[src/common/gpio_map.vh]
// Register indices, field positions and reset values for the port block
`ifndef GPIO_MAP_VH
`define GPIO_MAP_VH

// Register indices; byte address is four times the index
`define IDX_PORT_B_PINS 8'h06
`define IDX_PORT_C_PINS 8'h07
`define IDX_PORT_D_PINS 8'h08
`define IDX_PORT_E_PINS 8'h09
`define IDX_OPTION_CONTROL 8'h81
`define IDX_PORT_B_DIRECTION 8'h86
`define IDX_PORT_C_DIRECTION 8'h87
`define IDX_PORT_D_DIRECTION 8'h88
`define IDX_PORT_E_DIR_STATUS 8'h89
`define IDX_ANALOG_CONFIG 8'h9f
`define IDX_IRQ_CONTROL 8'ha0
`define IDX_SPECIAL_CONTROL 8'ha1

// Reset values
`define RST_DIRECTION 8'hff
`define RST_OPTION 8'hff
`define RST_PORT_E_DIR 8'h07
`define RST_ANALOG_CONFIG 8'h00
`define RST_LATCH 8'h00

// option_control fields
`define OPT_PULLUP_DISABLE_N 7
`define OPT_EXT_EDGE 6

// port_e_direction_slave_status fields
`define PE_IN_FULL 7
`define PE_OUT_FULL 6
`define PE_IN_OVERRUN 5
`define PE_SLAVE_MODE 4
`define PE_WRITABLE 8'h37

// irq_control fields
`define IRQ_CHANGE 0
`define IRQ_EXT 1

// special_control fields
`define SPC_LOW_VOLT 0
`define SPC_DEBUG 1

// Bus answers
`define RESP_OKAY 2'b00
`define RESP_SLVERR 2'b10

`endif

[src/hdl/four_port_gpio.v]
// Four-port GPIO block with peripheral overrides and AXI4-Lite registers
`timescale 1ns/100ps
`default_nettype none
`include "gpio_map.vh"

module four_port_gpio (
  input wire aclk,
  input wire aresetn,
  input wire power_on,
  input wire [11:0] s_axi_awaddr,
  input wire s_axi_awvalid,
  output wire s_axi_awready,
  input wire [31:0] s_axi_wdata,
  input wire [3:0] s_axi_wstrb,
  input wire s_axi_wvalid,
  output wire s_axi_wready,
  output reg [1:0] s_axi_bresp,
  output reg s_axi_bvalid,
  input wire s_axi_bready,
  input wire [11:0] s_axi_araddr,
  input wire s_axi_arvalid,
  output wire s_axi_arready,
  output reg [31:0] s_axi_rdata,
  output reg [1:0] s_axi_rresp,
  output reg s_axi_rvalid,
  input wire s_axi_rready,
  input wire [7:0] port_b_in,
  output wire [7:0] port_b_out,
  output wire [7:0] port_b_oe_n,
  output wire [7:0] port_b_pullup,
  input wire [7:0] port_c_in,
  output wire [7:0] port_c_out,
  output wire [7:0] port_c_oe_n,
  input wire [7:0] periph_sel,
  input wire [7:0] periph_oe,
  input wire [7:0] periph_out,
  output wire [7:0] periph_in,
  input wire [7:0] port_d_in,
  output wire [7:0] port_d_out,
  output wire [7:0] port_d_oe_n,
  input wire [2:0] port_e_in,
  output wire [2:0] port_e_out,
  output wire [2:0] port_e_oe_n,
  output wire [2:0] analog_select,
  output wire ext_irq_pin,
  output wire prog_enable_pin,
  output wire prog_clock_pin,
  output wire prog_data_pin,
  input wire prog_data_out,
  input wire prog_data_drive,
  output wire port_change_flag,
  output wire ext_irq_flag
);

  localparam NSYNC = 27;

  // Pin synchronisers: three stages, accept when stages two and three agree
  reg [NSYNC-1:0] sync1_reg;
  reg [NSYNC-1:0] sync2_reg;
  reg [NSYNC-1:0] sync3_reg;
  reg [NSYNC-1:0] pins_reg;
  wire [NSYNC-1:0] raw_pins;
  wire [NSYNC-1:0] agree;

  assign raw_pins = {port_e_in, port_d_in, port_c_in, port_b_in};
  assign agree = ~(sync2_reg ^ sync3_reg);

  always @(posedge aclk) begin
    if (!aresetn) begin
      sync1_reg <= {NSYNC{1'b0}};
      sync2_reg <= {NSYNC{1'b0}};
      sync3_reg <= {NSYNC{1'b0}};
      pins_reg <= {NSYNC{1'b0}};
    end else begin
      sync1_reg <= raw_pins;
      sync2_reg <= sync1_reg;
      sync3_reg <= sync2_reg;
      pins_reg <= (sync2_reg & agree) | (pins_reg & ~agree);
    end
  end

  wire [7:0] pb = pins_reg[7:0];
  wire [7:0] pc = pins_reg[15:8];
  wire [7:0] pd = pins_reg[23:16];
  wire [2:0] pe = pins_reg[26:24];

  // Registers
  reg [7:0] latch_b_reg;
  reg [7:0] latch_c_reg;
  reg [7:0] latch_d_reg;
  reg [2:0] latch_e_reg;
  reg [7:0] option_ctrl_reg;
  reg [7:0] dir_b_reg;
  reg [7:0] dir_c_reg;
  reg [7:0] dir_d_reg;
  reg [7:0] dir_e_reg;
  reg [7:0] analog_cfg_reg;
  reg [1:0] irq_reg;
  reg [1:0] special_reg;
  reg [3:0] change_old_reg;
  reg ext_prev_reg;
  reg [7:0] slave_in_reg;
  reg wr_act_prev_reg;
  reg rd_act_prev_reg;
  reg [4:0] settle_reg;

  // AXI4-Lite slave state
  reg aw_held_reg;
  reg w_held_reg;
  reg [9:0] waddr_reg;
  reg [7:0] wdata_reg;
  reg wstrb_reg;

  assign s_axi_awready = ~aw_held_reg & ~s_axi_bvalid;
  assign s_axi_wready = ~w_held_reg & ~s_axi_bvalid;
  assign s_axi_arready = ~s_axi_rvalid;

  wire do_write = aw_held_reg & w_held_reg & ~s_axi_bvalid;
  wire do_read = s_axi_arvalid & ~s_axi_rvalid;
  wire [9:0] raddr = s_axi_araddr[11:2];
  wire wr_en = do_write & wstrb_reg;

  function hit;
    input [9:0] addr;
    input [7:0] idx;
    begin
      hit = (addr == {2'b00, idx});
    end
  endfunction

  wire wr_b = wr_en & hit(waddr_reg, `IDX_PORT_B_PINS);
  wire wr_c = wr_en & hit(waddr_reg, `IDX_PORT_C_PINS);
  wire wr_d = wr_en & hit(waddr_reg, `IDX_PORT_D_PINS);
  wire wr_e = wr_en & hit(waddr_reg, `IDX_PORT_E_PINS);
  wire wr_opt = wr_en & hit(waddr_reg, `IDX_OPTION_CONTROL);
  wire wr_dir_b = wr_en & hit(waddr_reg, `IDX_PORT_B_DIRECTION);
  wire wr_dir_c = wr_en & hit(waddr_reg, `IDX_PORT_C_DIRECTION);
  wire wr_dir_d = wr_en & hit(waddr_reg, `IDX_PORT_D_DIRECTION);
  wire wr_dir_e = wr_en & hit(waddr_reg, `IDX_PORT_E_DIR_STATUS);
  wire wr_analog = wr_en & hit(waddr_reg, `IDX_ANALOG_CONFIG);
  wire wr_irq = wr_en & hit(waddr_reg, `IDX_IRQ_CONTROL);
  wire wr_spc = wr_en & hit(waddr_reg, `IDX_SPECIAL_CONTROL);
  wire rd_b = do_read & hit(raddr, `IDX_PORT_B_PINS);
  wire rd_d = do_read & hit(raddr, `IDX_PORT_D_PINS);

  wire slave_mode = dir_e_reg[`PE_SLAVE_MODE];
  wire low_volt = special_reg[`SPC_LOW_VOLT];
  wire debug = special_reg[`SPC_DEBUG];

  // Analog unless the configuration selects digital on port E
  wire e_digital = (analog_cfg_reg[3:1] == 3'b011);
  assign analog_select = {3{~e_digital}};

  // Slave port strobes; pins are E0 read, E1 write, E2 select, active low
  wire wr_act = slave_mode & ~pe[2] & ~pe[1];
  wire rd_act = slave_mode & ~pe[2] & ~pe[0];
  wire wr_done = wr_act_prev_reg & ~wr_act;
  wire rd_start = rd_act & ~rd_act_prev_reg;

  // Change detection on inputs among bits 7..4
  wire [3:0] mismatch = (pb[7:4] ^ change_old_reg) & dir_b_reg[7:4];
  wire change_set = |mismatch;

  // External interrupt edge on bit 0, muted while the pipeline refills
  wire ext_edge = settle_reg[4] & (option_ctrl_reg[`OPT_EXT_EDGE] ?
                  (pb[0] & ~ext_prev_reg) : (~pb[0] & ext_prev_reg));

  wire wmapped = hit(waddr_reg, `IDX_PORT_B_PINS) |
                 hit(waddr_reg, `IDX_PORT_C_PINS) |
                 hit(waddr_reg, `IDX_PORT_D_PINS) |
                 hit(waddr_reg, `IDX_PORT_E_PINS) |
                 hit(waddr_reg, `IDX_OPTION_CONTROL) |
                 hit(waddr_reg, `IDX_PORT_B_DIRECTION) |
                 hit(waddr_reg, `IDX_PORT_C_DIRECTION) |
                 hit(waddr_reg, `IDX_PORT_D_DIRECTION) |
                 hit(waddr_reg, `IDX_PORT_E_DIR_STATUS) |
                 hit(waddr_reg, `IDX_ANALOG_CONFIG) |
                 hit(waddr_reg, `IDX_IRQ_CONTROL) |
                 hit(waddr_reg, `IDX_SPECIAL_CONTROL);

  always @(posedge aclk) begin
    if (!aresetn) begin
      aw_held_reg <= 1'b0;
      w_held_reg <= 1'b0;
      waddr_reg <= 10'h000;
      wdata_reg <= 8'h00;
      wstrb_reg <= 1'b0;
      s_axi_bvalid <= 1'b0;
      s_axi_bresp <= `RESP_OKAY;
    end else begin
      if (s_axi_awvalid && s_axi_awready) begin
        aw_held_reg <= 1'b1;
        waddr_reg <= s_axi_awaddr[11:2];
      end
      if (s_axi_wvalid && s_axi_wready) begin
        w_held_reg <= 1'b1;
        wdata_reg <= s_axi_wdata[7:0];
        wstrb_reg <= s_axi_wstrb[0];
      end
      if (do_write) begin
        aw_held_reg <= 1'b0;
        w_held_reg <= 1'b0;
        s_axi_bvalid <= 1'b1;
        s_axi_bresp <= wmapped ? `RESP_OKAY : `RESP_SLVERR;
      end else if (s_axi_bvalid && s_axi_bready) begin
        s_axi_bvalid <= 1'b0;
      end
    end
  end

  // Read mux
  reg [7:0] rd_value;
  reg rd_mapped;

  always @* begin
    rd_value = 8'h00;
    rd_mapped = 1'b1;
    case (raddr)
      {2'b00, `IDX_PORT_B_PINS}: rd_value = pb;
      {2'b00, `IDX_PORT_C_PINS}: rd_value = pc;
      {2'b00, `IDX_PORT_D_PINS}: rd_value = slave_mode ? slave_in_reg : pd;
      {2'b00, `IDX_PORT_E_PINS}: rd_value = {5'h00, pe & {3{e_digital}}};
      {2'b00, `IDX_OPTION_CONTROL}: rd_value = option_ctrl_reg;
      {2'b00, `IDX_PORT_B_DIRECTION}: rd_value = dir_b_reg;
      {2'b00, `IDX_PORT_C_DIRECTION}: rd_value = dir_c_reg;
      {2'b00, `IDX_PORT_D_DIRECTION}: rd_value = dir_d_reg;
      {2'b00, `IDX_PORT_E_DIR_STATUS}: rd_value = dir_e_reg;
      {2'b00, `IDX_ANALOG_CONFIG}: rd_value = analog_cfg_reg & 8'h8f;
      {2'b00, `IDX_IRQ_CONTROL}: rd_value = {6'h00, irq_reg};
      {2'b00, `IDX_SPECIAL_CONTROL}: rd_value = {6'h00, special_reg};
      default: rd_mapped = 1'b0;
    endcase
  end

  always @(posedge aclk) begin
    if (!aresetn) begin
      s_axi_rvalid <= 1'b0;
      s_axi_rdata <= 32'h0000_0000;
      s_axi_rresp <= `RESP_OKAY;
    end else if (do_read) begin
      s_axi_rvalid <= 1'b1;
      s_axi_rdata <= {24'h000000, rd_value};
      s_axi_rresp <= rd_mapped ? `RESP_OKAY : `RESP_SLVERR;
    end else if (s_axi_rready) begin
      s_axi_rvalid <= 1'b0;
    end
  end

  // Control and data registers
  always @(posedge aclk) begin
    if (!aresetn) begin
      dir_b_reg <= `RST_DIRECTION;
      dir_c_reg <= `RST_DIRECTION;
      dir_d_reg <= `RST_DIRECTION;
      dir_e_reg <= `RST_PORT_E_DIR;
      option_ctrl_reg <= `RST_OPTION;
      irq_reg <= 2'b00;
      ext_prev_reg <= 1'b0;
      wr_act_prev_reg <= 1'b0;
      rd_act_prev_reg <= 1'b0;
      settle_reg <= 5'h00;
      // Latches only cleared by power-on; other resets keep them
      if (power_on) begin
        latch_b_reg <= `RST_LATCH;
        latch_c_reg <= `RST_LATCH;
        latch_d_reg <= `RST_LATCH;
        latch_e_reg <= 3'b000;
        change_old_reg <= 4'h0;
        slave_in_reg <= `RST_LATCH;
        analog_cfg_reg <= `RST_ANALOG_CONFIG;
        special_reg <= 2'b00;
      end
    end else begin
      ext_prev_reg <= pb[0];
      wr_act_prev_reg <= wr_act;
      rd_act_prev_reg <= rd_act;
      settle_reg <= {settle_reg[3:0], 1'b1};
      if (wr_b)
        latch_b_reg <= wdata_reg;
      if (wr_c)
        latch_c_reg <= wdata_reg;
      if (wr_d)
        latch_d_reg <= wdata_reg;
      if (wr_e)
        latch_e_reg <= wdata_reg[2:0];
      if (wr_opt)
        option_ctrl_reg <= wdata_reg;
      if (wr_dir_b)
        dir_b_reg <= wdata_reg;
      if (wr_dir_c)
        dir_c_reg <= wdata_reg;
      if (wr_dir_d)
        dir_d_reg <= wdata_reg;
      if (wr_analog)
        analog_cfg_reg <= wdata_reg & 8'h8f;
      if (wr_spc)
        special_reg <= wdata_reg[1:0];
      // Any port B read or write re-arms the comparison
      if (rd_b || wr_b)
        change_old_reg <= pb[7:4];
      // Flags: written zero clears, hardware set wins
      irq_reg[`IRQ_CHANGE] <= change_set |
        (irq_reg[`IRQ_CHANGE] & ~(wr_irq & ~wdata_reg[`IRQ_CHANGE]));
      irq_reg[`IRQ_EXT] <= ext_edge |
        (irq_reg[`IRQ_EXT] & ~(wr_irq & ~wdata_reg[`IRQ_EXT]));
      if (wr_done)
        slave_in_reg <= pd;
      // Port E status and control
      if (wr_dir_e) begin
        dir_e_reg[`PE_SLAVE_MODE] <= wdata_reg[`PE_SLAVE_MODE];
        dir_e_reg[2:0] <= wdata_reg[2:0];
      end
      dir_e_reg[3] <= 1'b0;
      if (!slave_mode) begin
        dir_e_reg[`PE_IN_FULL] <= 1'b0;
        dir_e_reg[`PE_OUT_FULL] <= 1'b0;
      end else begin
        dir_e_reg[`PE_IN_FULL] <= wr_done |
          (dir_e_reg[`PE_IN_FULL] & ~rd_d);
        dir_e_reg[`PE_OUT_FULL] <= wr_d |
          (dir_e_reg[`PE_OUT_FULL] & ~rd_start);
      end
      // Overrun sticks until software writes zero
      dir_e_reg[`PE_IN_OVERRUN] <= (wr_done & dir_e_reg[`PE_IN_FULL]) |
        (dir_e_reg[`PE_IN_OVERRUN] &
         ~(wr_dir_e & ~wdata_reg[`PE_IN_OVERRUN]));
    end
  end

  // Port B pins
  wire [7:0] b_drive;
  wire [7:0] b_value;
  // Bit 3 is handed to programming when low-voltage mode is on
  assign b_drive = ~dir_b_reg & ~{debug, debug, 2'b00, low_volt, 3'b000} |
                   {debug & prog_data_drive, 7'h00};
  assign b_value = {debug ? prog_data_out : latch_b_reg[7],
                    latch_b_reg[6:0]};
  assign port_b_out = b_value;
  assign port_b_oe_n = ~b_drive;
  // Pull-ups: global enable, only on pins not driven
  assign port_b_pullup = {8{~option_ctrl_reg[`OPT_PULLUP_DISABLE_N]}} &
                         ~b_drive;
  assign ext_irq_pin = pb[0];
  assign prog_enable_pin = low_volt & pb[3];
  assign prog_clock_pin = debug & pb[6];
  assign prog_data_pin = debug & pb[7];
  assign port_change_flag = irq_reg[`IRQ_CHANGE];
  assign ext_irq_flag = irq_reg[`IRQ_EXT];

  // Port C: selected peripheral owns value and direction
  wire [7:0] c_drive = (periph_sel & periph_oe) |
                       (~periph_sel & ~dir_c_reg);
  assign port_c_out = (periph_sel & periph_out) |
                      (~periph_sel & latch_c_reg);
  assign port_c_oe_n = ~c_drive;
  assign periph_in = pc;

  // Port D: in slave mode the host strobes own the direction
  assign port_d_out = latch_d_reg;
  assign port_d_oe_n = slave_mode ? {8{~rd_act}} : dir_d_reg;

  // Port E: direction bits stay in charge even in analog use
  assign port_e_out = latch_e_reg;
  assign port_e_oe_n = dir_e_reg[2:0];

endmodule // four_port_gpio
`default_nettype wire

[config.mk]
export PLATFORM = sky130hd
export DESIGN_NAME = four_port_gpio
export DESIGN_NICKNAME = d
export VERILOG_FILES = /design/src/hdl/four_port_gpio.v
export VERILOG_INCLUDE_DIRS = /design/src /design/src/common
export SDC_FILE = /design/constraint.sdc
export NUM_CORES = 1
export LEC_CHECK = 0
export BUFFER_PORTS_ARGS = -buffer_cell sky130_fd_sc_hd__buf_2
export CORE_ASPECT_RATIO = 1.4
export CORE_UTILIZATION = 50
export DETAILED_ROUTE_END_ITERATION = 10
export PLACE_DENSITY = 0.72
export SYNTH_ARGS = -nofsm -noshare
export SYNTH_HDL_FRONTEND = slang
export SYNTH_SLANG_ARGS = --single-unit
export TNS_END_PERCENT = 10
[constraint.sdc]
create_clock -name aclk -period 6.65 [get_ports aclk]
set_input_delay 1.33 -clock aclk [delete_from_list [all_inputs] [get_ports aclk]]
set_output_delay 1.33 -clock aclk [all_outputs]
set_load 0.02 [all_outputs]
==> impl_metrics.env, run 1 <==
export IMPL_dr_pass1_iters=4
export IMPL_synth_edff_count=46
export IMPL_power_frac_seq_pct=50.7
export IMPL_cp_end_kind="primary output"
export IMPL_worstMarginPinSlew_ps=958
export IMPL_grt_max_degree=103
export IMPL_ys_types=67
export IMPL_critPathTopFamily="simple AND/OR/NAND/NOR gates"
export IMPL_path_common_cell="nor2_1"
export IMPL_min_period_ps=3990
export IMPL_power_frac_clock_pct=42.8
export IMPL_cp_required_ps=5320
export IMPL_cp_max_fo=20
export IMPL_synth_area_leader_cell="dfxtp_1"
export IMPL_reg2regPathDepth=5
export IMPL_yosys_area_share_simple_pct=23.1
export IMPL_fmax_ghz=0.251
export IMPL_reg2reg_slack_ps=4300
export IMPL_netlist_instances=966
export IMPL_num_antenna_cells=0
export IMPL_critPathLaunchType="flip-flop"
export IMPL_ir_drop_mv=0.213
export IMPL_maxSlewHeadroom_pct=36.0
export IMPL_wl_um=22900
export IMPL_cts_clk_slew_worst_paths_ps=70
export IMPL_rsz0062_at_grt="false"
export IMPL_cp_num_cells=4
export IMPL_pwr_share_comb_pct=6.6
export IMPL_maxSlewViolCount=0
export IMPL_cts_resized=0
export IMPL_ys_warn_count=0
export IMPL_cts_hold_buf=0
export IMPL_syn_area_mm2=0.00953
export IMPL_max_cap_viol_count=0
export IMPL_swShare_pct=22.7
export IMPL_cts_tree="done"
export IMPL_place_area_mm2=0.0103
export IMPL_wl_per_cell_um=16.7
export IMPL_leakage_uw=0.00458
export IMPL_vias=7178
export IMPL_postCtsSetupBuffers=0
export IMPL_slowest_stage="dfxtp_1"
export IMPL_powerDensity_mw_per_mm2=273
export IMPL_clock_latency_ps=510
export IMPL_first_global_vias=6530
export IMPL_cts_buffers=22
export IMPL_antenna_found_initial=0
export IMPL_gp_congestion=0.883
export IMPL_ys_seq_area_share_pct=54.4
export IMPL_intPower_uw=2340
export IMPL_fin_setup_tns_ps=0
export IMPL_cts_max_path_buffers=3
export IMPL_synth_xor_area_share_pct=0.368
export IMPL_drt_iter0_markers=358
export IMPL_ys_seq_elements=236
export IMPL_hpwl_um=16500
export IMPL_grt_usage_pct=23.2
export IMPL_die_area_mm2=0.0196
export IMPL_grt_pass1_wl_um=35300
export IMPL_final_nets=1229
export IMPL_start_util_pct=51.2
export IMPL_synthMuxAreaShare_pct=6.05
export IMPL_avgViaCountPerCell=5.25
export IMPL_drc=0
export IMPL_endpoint="port_d_oe_n[7]"
export IMPL_ys_top_cells_by_area="dfxtp_1 (40%), edfxtp_1 (14%), and2_1 (7.8%)"
export IMPL_outcome="finished clean"
export IMPL_hold_viol_final=0
export IMPL_io_pins=241
export IMPL_avgSynthCellArea_um2=9.86
export IMPL_h_tree_depth=1
export IMPL_synth_top_family_by_area="simple AND/OR/NAND/NOR gates"
export IMPL_die_x_um=119
export IMPL_dieHeight_um=165
export IMPL_max_stage_delay_ps=950
export IMPL_switchingPower_uw=685
export IMPL_drive_gt1_share_pct=22.5
export IMPL_worstSetupStartpoint="dir_e_reg[4]"
export IMPL_clockRootBuffer="clkbuf_16"
export IMPL_r2r_end="option_ctrl_reg[1]"
export IMPL_fin_crit_sh_pct=60.0
export IMPL_reg2reg_from="waddr_reg[4]"
export IMPL_num_fill_cells=1635
export IMPL_arrival_ps=2660
export IMPL_hp_class="flip-flop to flip-flop"
export IMPL_synth_top_area_share_pct=39.9
export IMPL_synth_compound_area_share_pct=9.93
export IMPL_path_cells="nand2b_1 -> nor2_1 -> nor2_1 -> buf_2"
export IMPL_finClkSkew_ps=16.7
export IMPL_synth_async_reset_ratio_pct=0
export IMPL_ant_nets=0
export IMPL_fin_util_pct=59.5
export IMPL_num_rows=59
export IMPL_ys_dominant_reg_cell="dfxtp_1"
export IMPL_final_cell_area_mm2=0.0111
export IMPL_setup_viol=0
export IMPL_criticalPathCategory="flip-flop to primary output"
export IMPL_core_area_mm2=0.0186
export IMPL_area_growth_synth_to_final_pct=16.1
export IMPL_worst_path_buf_inv=1
export IMPL_port_buffers=183
export IMPL_synth_adder_area_share_pct=0
export IMPL_gr_total_overflow=0
export IMPL_cts_sinks=236
export IMPL_p_total_uw=3020
==> synthesized netlist by cell type, drive strengths merged (2+ instances only) <==
| cell | n |
|---|---|
| a31oi | 2 |
| or4 | 2 |
| o31ai | 2 |
| nor3b | 2 |
| a22o | 4 |
| nand2 | 125 |
| a22oi | 6 |
| clkbuf | 30 |
| or3 | 4 |
| nor4bb | 2 |
| or4b | 2 |
| and4b | 3 |
| dfxtp | 190 |
| a32oi | 3 |
| mux2 | 13 |
| nand3b | 3 |
| o22ai | 3 |
| a21oi | 63 |
| nor4b | 5 |
| a221o | 2 |
| nor2b | 12 |
| nor3 | 13 |
| xor2 | 4 |
| nor2 | 49 |
| nand3 | 36 |
| buf | 64 |
| inv | 4 |
| edfxtp | 46 |
| a32o | 3 |
| mux2i | 43 |
| nor4 | 7 |
| and2 | 119 |
| o2bb2ai | 4 |
| or2 | 5 |
| and3 | 6 |
| nand4 | 3 |
| o21a | 2 |
| o211ai | 3 |
| o21ai | 56 |
| nand2b | 6 |
| and3b | 2 |
==> layout by cell type, fill, tap and decap left out, types with 7 or more instances in the layout <==
cell	instances
dfxtp_1	190
nor2_1	47
mux2_2	13
nor3_1	11
clkbuf_16	22
nand2_1	125
a21oi_1	63
edfxtp_1	46
nand3_1	35
buf_2	182
conb_1	26
and2_1	119
o21ai_0	49
o21ai_1	7
nor4_1	7
mux2i_1	43
nor2b_1	12
==> through the flow <==
stage | instances | hold WS (ps) | setup WS, ps
3_3_place_gp | 1328 | 413 | 3210
2_1_floorplan | 991 | 412 | 3200
4_1_cts | 1368 | 432 | 2650
5_1_grt | 1368 | 443 | 2540
6_report | 1368 | 427 | 2660
3_5_place_dp | 1328 | 418 | 3200
==> kinds of logic (layout without fill, tap and decap cells) <==
kind of cell / count (synthesis) / count (layout)
compound gates: 161 / 161
simple gates: 410 / 410
other cells: 1 / 26
xor+xnor: 4 / 4
buf+inv: 98 / 231
flops: 236 / 236
mux: 56 / 56
==> routing by layer <==
metal | track usage [%] | up-vias | wire length (um)
met5 | 0 | - | 0
met4 | 12.1 | 0 | 1130
met3 | 3.54 | 64 | 1440
met2 | 41.3 | 282 | 11100
met1 | 27.0 | 3278 | 9190
li1 | - | 3554 | -
==> worst reg2reg max path, cell delays in order, from the launching register on <==
cell     delay (ps)
dfxtp_1         380
nor4b_4         400
nand3_1         410
or3_1           700
mux2i_1         250
nand2_1          60
==> power by group through the flow <==
stage / Clock, uW / Sequential [uW] / Combinational (uW)
2_1_floorplan: 0 / 1560 / 142
6_report: 1290 / 1530 / 198
3_5_place_dp: 0 / 1560 / 199
5_1_grt: 1370 / 1540 / 218
3_3_place_gp: 0 / 1560 / 197
4_1_cts: 1310 / 1530 / 199
==> worst min-delay path by stage <==
| stage | start | endpoint | slack [ps] | cells past startpoint |
|---|---|---|---|---|
| 3_3_place_gp | settle_reg[0] | settle_reg[1] | 410 | 1 |
| 3_5_place_dp | sync1_reg[5] | sync2_reg[5] | 420 | 1 |
| 4_1_cts | sync1_reg[1] | sync2_reg[1] | 430 | 1 |
| 6_report | sync1_reg[1] | sync2_reg[1] | 430 | 1 |
| 2_1_floorplan | settle_reg[0] | settle_reg[1] | 410 | 1 |
| 5_1_grt | sync1_reg[22] | sync2_reg[22] | 440 | 1 |
==> area by class of cell <==
cell class / instances / area (um^2) / area share, %
Sequential cell: 236 / 5180 / 46.9
Timing Repair Buffer: 187 / 948 / 8.57
Clock inverter: 8 / 110 / 0.995
Multi-Input combinational cell: 657 / 3850 / 34.8
Inverter: 4 / 15.0 / 0.136
Clock buffer: 32 / 648 / 5.86
Tap cell: 244 / 305 / 2.76
Power figures use the tool's default switching activity.
==> inputs of run 2 (changes only) <==
==> constraint.sdc (replaced) <==
create_clock -name aclk -period 3.7 [get_ports aclk]
set_input_delay 0.74 -clock aclk [delete_from_list [all_inputs] [get_ports aclk]]
set_output_delay 0.74 -clock aclk [all_outputs]
set_load 0.02 [all_outputs]
==> impl_metrics.env, run 2 (synthesis results as in run 1) <==
export IMPL_gp_congestion=0.932
export IMPL_swShare_pct=22.0
export IMPL_min_period_ps=2880
export IMPL_cp_max_fo=20
export IMPL_first_global_vias=6652
export IMPL_h_tree_depth=1
export IMPL_num_antenna_cells=0
export IMPL_hold_viol_final=0
export IMPL_power_frac_seq_pct=49.8
export IMPL_wl_met2_um=11400
export IMPL_outcome="finished clean"
export IMPL_antenna_found_initial=0
export IMPL_ir_drop_mv=0.376
export IMPL_slowest_stage="nor2_1"
export IMPL_io_pins=241
export IMPL_die_x_um=119
export IMPL_switchingPower_uw=1220
export IMPL_fin_crit_sh_pct=77.8
export IMPL_port_buffers=183
export IMPL_cp_num_cells=5
export IMPL_ant_nets=0
export IMPL_postCtsSetupBuffers=0
export IMPL_vias=7254
export IMPL_grt_pass1_wl_um=35200
export IMPL_grt_usage_pct=23.2
export IMPL_fin_util_pct=59.9
export IMPL_power_frac_clock_pct=43.7
export IMPL_maxSlewHeadroom_pct=49.2
export IMPL_top_layer_used="met4"
export IMPL_drt_met1_wl_um=9330
export IMPL_setup_ws_ps=820
export IMPL_avgViaCountPerCell=5.29
export IMPL_grt_max_degree=105
export IMPL_cts_max_path_buffers=3
export IMPL_max_stage_delay_ps=560
export IMPL_leakage_uw=0.00462
export IMPL_drive_gt1_share_pct=22.8
export IMPL_reg2reg_from="waddr_reg[4]"
export IMPL_finClkSkew_ps=9.39
export IMPL_die_area_mm2=0.0196
export IMPL_final_nets=1234
export IMPL_criticalPathCategory="flip-flop to primary output"
export IMPL_pwr_share_comb_pct=6.5
export IMPL_hold_slack_ps=429
export IMPL_fmax_ghz=0.347
export IMPL_dr_wl_met3_um=1410
export IMPL_area_growth_synth_to_final_pct=16.9
export IMPL_path_common_cell="nor2_1"
export IMPL_cts_sinks=236
export IMPL_hp_class="flip-flop to flip-flop"
export IMPL_fin_cells=1372
export IMPL_cp_end_kind="primary output"
export IMPL_wl_per_cell_um=17.0
export IMPL_clock_latency_ps=500
export IMPL_cts_buffers=22
export IMPL_layout_commonest_cell="dfxtp_1"
export IMPL_arrival_ps=2140
export IMPL_gr_total_overflow=0
export IMPL_path_cells="buf_4 -> nand2b_1 -> nor2_1 -> nor2_1 -> buf_2"
export IMPL_cts_clk_slew_worst_paths_ps=70
export IMPL_rsz0062_at_grt="false"
export IMPL_cts_hold_buf=0
export IMPL_clockRootBuffer="clkbuf_16"
export IMPL_critPathTopFamily="simple AND/OR/NAND/NOR gates"
export IMPL_maxSlewViolCount=0
export IMPL_final_cell_mix="dfxtp_1 (190), buf_2 (182), nand2_1 (125), and2_1 (119), a21oi_1 (63)"
export IMPL_cp_required_ps=2960
export IMPL_wl_um=23300
export IMPL_drt_iter0_markers=465
export IMPL_fin_setup_tns_ps=0
export IMPL_start_util_pct=51.2
export IMPL_endpoint="port_d_oe_n[4]"
export IMPL_setup_viol=0
export IMPL_dp_cells=1333
export IMPL_dpl_worst_slack_ps=1170
export IMPL_num_rows=59
export IMPL_dieHeight_um=165
export IMPL_num_fill_cells=1623
export IMPL_reg2reg_slack_ps=1350
export IMPL_dr_pass1_iters=5
export IMPL_hpwl_um=16700
export IMPL_cts_tree="done"
export IMPL_cts_resized=0
export IMPL_worst_path_buf_inv=2
export IMPL_reg2regPathDepth=5
export IMPL_drc=0
export IMPL_max_cap_viol_count=0
export IMPL_worstSetupStartpoint="dir_e_reg[4]"
export IMPL_intPower_uw=4320
export IMPL_powerDensity_mw_per_mm2=497
export IMPL_core_area_mm2=0.0186
export IMPL_r2r_end="option_ctrl_reg[1]"
export IMPL_worstMarginPinSlew_ps=760
export IMPL_critPathLaunchType="flip-flop"
[run 2: how the worst min path moves through the flow]
stage | depth (start not counted) | startpoint | endpoint
4_1_cts | 2 | port_b_in[7] | sync1_reg[7]
3_5_place_dp | 1 | sync1_reg[6] | sync2_reg[6]
5_1_grt | 2 | port_d_in[4] | sync1_reg[20]
3_3_place_gp | 1 | settle_reg[1] | settle_reg[2]
6_report | 1 | sync1_reg[21] | sync2_reg[21]
2_1_floorplan | 1 | settle_reg[0] | settle_reg[1]
[run 2: stage by stage]
stage | cell area [um^2] | total power (uW)
global placement | 10300 | 3160
global route | 11100 | 5720
CTS | 11100 | 5570
floorplan | 9620 | 3050
detailed placement | 10300 | 3170
finish | 11100 | 5530
[run 2: power by group through the flow]
stage | sequential (uW) | combinational [uW] | clock (uW)
global placement | 2810 | 355 | 0
finish | 2750 | 358 | 2420
CTS | 2750 | 360 | 2460
detailed placement | 2810 | 358 | 0
global route | 2760 | 392 | 2570
floorplan | 2800 | 255 | 0
[run 2: metal layers]
layer  vias up  global-route usage (%)
met5         -                       0
met4         0                    13.8
met3        64                    3.78
met2       268                    40.8
met1      3370                    26.6
li1       3552                       -
[run 2: final cells by class]
cell class,count,area [um^2],share of cell area [%]
Sequential cell,236,5180,46.6
Clock buffer,31,677,6.08
Clock inverter,8,113,1.01
Timing Repair Buffer,192,986,8.85
Multi-Input combinational cell,657,3850,34.6
Inverter,4,15.0,0.135
Tap cell,244,305,2.74
==> inputs of run 3 (changes only) <==
==> constraint.sdc (replaced) <==
create_clock -name aclk -period 2.8 [get_ports aclk]
set_input_delay 0.56 -clock aclk [delete_from_list [all_inputs] [get_ports aclk]]
set_output_delay 0.56 -clock aclk [all_outputs]
set_load 0.02 [all_outputs]
==> impl_metrics.env, run 3 (synthesis results as in run 1) <==
export IMPL_drive_gt1_share_pct=23.5
export IMPL_powerDensity_mw_per_mm2=640
export IMPL_ant_nets=0
export IMPL_setup_viol=0
export IMPL_cts_hold_buf=0
export IMPL_grt_usage_pct=23.4
export IMPL_gr_total_overflow=0
export IMPL_grt_max_degree=83
export IMPL_min_period_ps=2520
export IMPL_cp_required_ps=2240
export IMPL_avgViaCountPerCell=5.20
export IMPL_wl_um=23200
export IMPL_max_stage_delay_ps=540
export IMPL_place_area_mm2=0.0104
export IMPL_cts_max_path_buffers=3
export IMPL_drc=0
export IMPL_vias=7176
export IMPL_hp_class="input port to flip-flop"
export IMPL_grt_pass1_wl_um=35400
export IMPL_slowest_stage="nor2_1"
export IMPL_final_nets=1242
export IMPL_setup_ws_ps=284
export IMPL_first_global_vias=6564
export IMPL_dieHeight_um=165
export IMPL_critPathLaunchType="flip-flop"
export IMPL_rsz0062_at_grt="false"
export IMPL_cts_clk_slew_worst_paths_ps=60
export IMPL_die_area_mm2=0.0196
export IMPL_core_area_mm2=0.0186
export IMPL_critPathTopFamily="simple AND/OR/NAND/NOR gates"
export IMPL_clock_latency_ps=510
export IMPL_cp_max_fo=8
export IMPL_maxSlewViolCount=0
export IMPL_dp_cells=1341
export IMPL_num_antenna_cells=0
export IMPL_hold_viol_final=0
export IMPL_criticalPathCategory="flip-flop to primary output"
export IMPL_arrival_ps=1960
export IMPL_cts_tree="done"
export IMPL_io_pins=241
export IMPL_cts_resized=0
export IMPL_hold_slack_ps=256
export IMPL_num_rows=59
export IMPL_cp_end_kind="primary output"
export IMPL_drt_iter0_markers=458
export IMPL_gp_congestion=0.906
export IMPL_antenna_found_initial=0
export IMPL_fin_cells=1381
export IMPL_path_common_cell="nor2_1"
export IMPL_final_cell_mix="dfxtp_1 (190), buf_2 (182), nand2_1 (125), and2_1 (119), a21oi_1 (63)"
export IMPL_area_growth_synth_to_final_pct=17.1
export IMPL_fmax_ghz=0.397
export IMPL_start_util_pct=51.2
export IMPL_cts_sinks=236
export IMPL_dpl_worst_slack_ps=414
export IMPL_maxSlewHeadroom_pct=52.6
export IMPL_dr_pass1_iters=5
export IMPL_ir_drop_mv=0.553
export IMPL_postCtsSetupBuffers=0
export IMPL_leakage_uw=0.00465
export IMPL_final_cell_area_mm2=0.0112
export IMPL_finClkSkew_ps=10.1
export IMPL_worstMarginPinSlew_ps=709
export IMPL_path_cells="nand2b_1 -> nor2_1 -> nor2_1 -> buf_2"
export IMPL_die_x_um=119
export IMPL_port_buffers=183
export IMPL_wl_per_cell_um=16.8
export IMPL_worst_path_buf_inv=1
export IMPL_fin_crit_sh_pct=89.9
export IMPL_h_tree_depth=1
export IMPL_outcome="finished clean"
export IMPL_hpwl_um=17100
export IMPL_cts_buffers=22
export IMPL_max_cap_viol_count=0
export IMPL_fin_setup_tns_ps=0
export IMPL_clockRootBuffer="clkbuf_16"
export IMPL_layout_commonest_cell="dfxtp_1"
==> run 3: layer usage <==
| metal | vias up | wire [um] | GRT usage (%) | share of wire (%) |
|---|---|---|---|---|
| li1 | 3560 | - | - | - |
| met1 | 3276 | 9170 | 27.0 | 40 |
| met2 | 275 | 11400 | 41.5 | 49 |
| met3 | 65 | 1450 | 3.95 | 6.3 |
| met4 | 0 | 1140 | 12.2 | 4.9 |
| met5 | - | 0 | 0 | 0 |
==> run 3: final cells by class <==
type                            count  area [um^2]
Sequential cell                   236         5180
Fill cell                        1623         7450
Tap cell                          244          305
Timing Repair Buffer              200         1050
Clock buffer                       31          676
Clock inverter                      9         75.1
Inverter                            4         15.0
Multi-Input combinational cell    657         3850
==> run 3: through the flow <==
stage | total power, uW | utilization, %
final | 7140 | 60.0
after global routing | 7400 | 60.0
after CTS | 7200 | 60.0
after detailed placement | 4190 | 55.9
after global placement | 4190 | 55.9
after floorplan | 4030 | -
==> run 3: worst register-to-register path: stages (launching register included) <==
cell     delay [ps]
dfxtp_1         450
or3b_1          410
or3_1           390
o21ai_0         460
==> run 3: path summary, 6_finish.rpt <==
check / startpoint / endpoint / slack (ps) / depth (start not counted)
min reg2reg: sync1_reg[21] / sync2_reg[21] / 430 / 1
max: flip-flop / port_d_oe_n[2] / 280 / 4
min: port_d_in[6] / sync1_reg[22] / 260 / 2
max reg2reg: waddr_reg[3] / port_e_out[1] / 740 / 3
==> run 3: where the power goes <==
| part | switching (uW) | internal, uW |
|---|---|---|
| combinational | 292 | 188 |
| clock | 1250 | 1780 |
| sequential | 75.0 | 3560 |
| total | 1610 | 5530 |
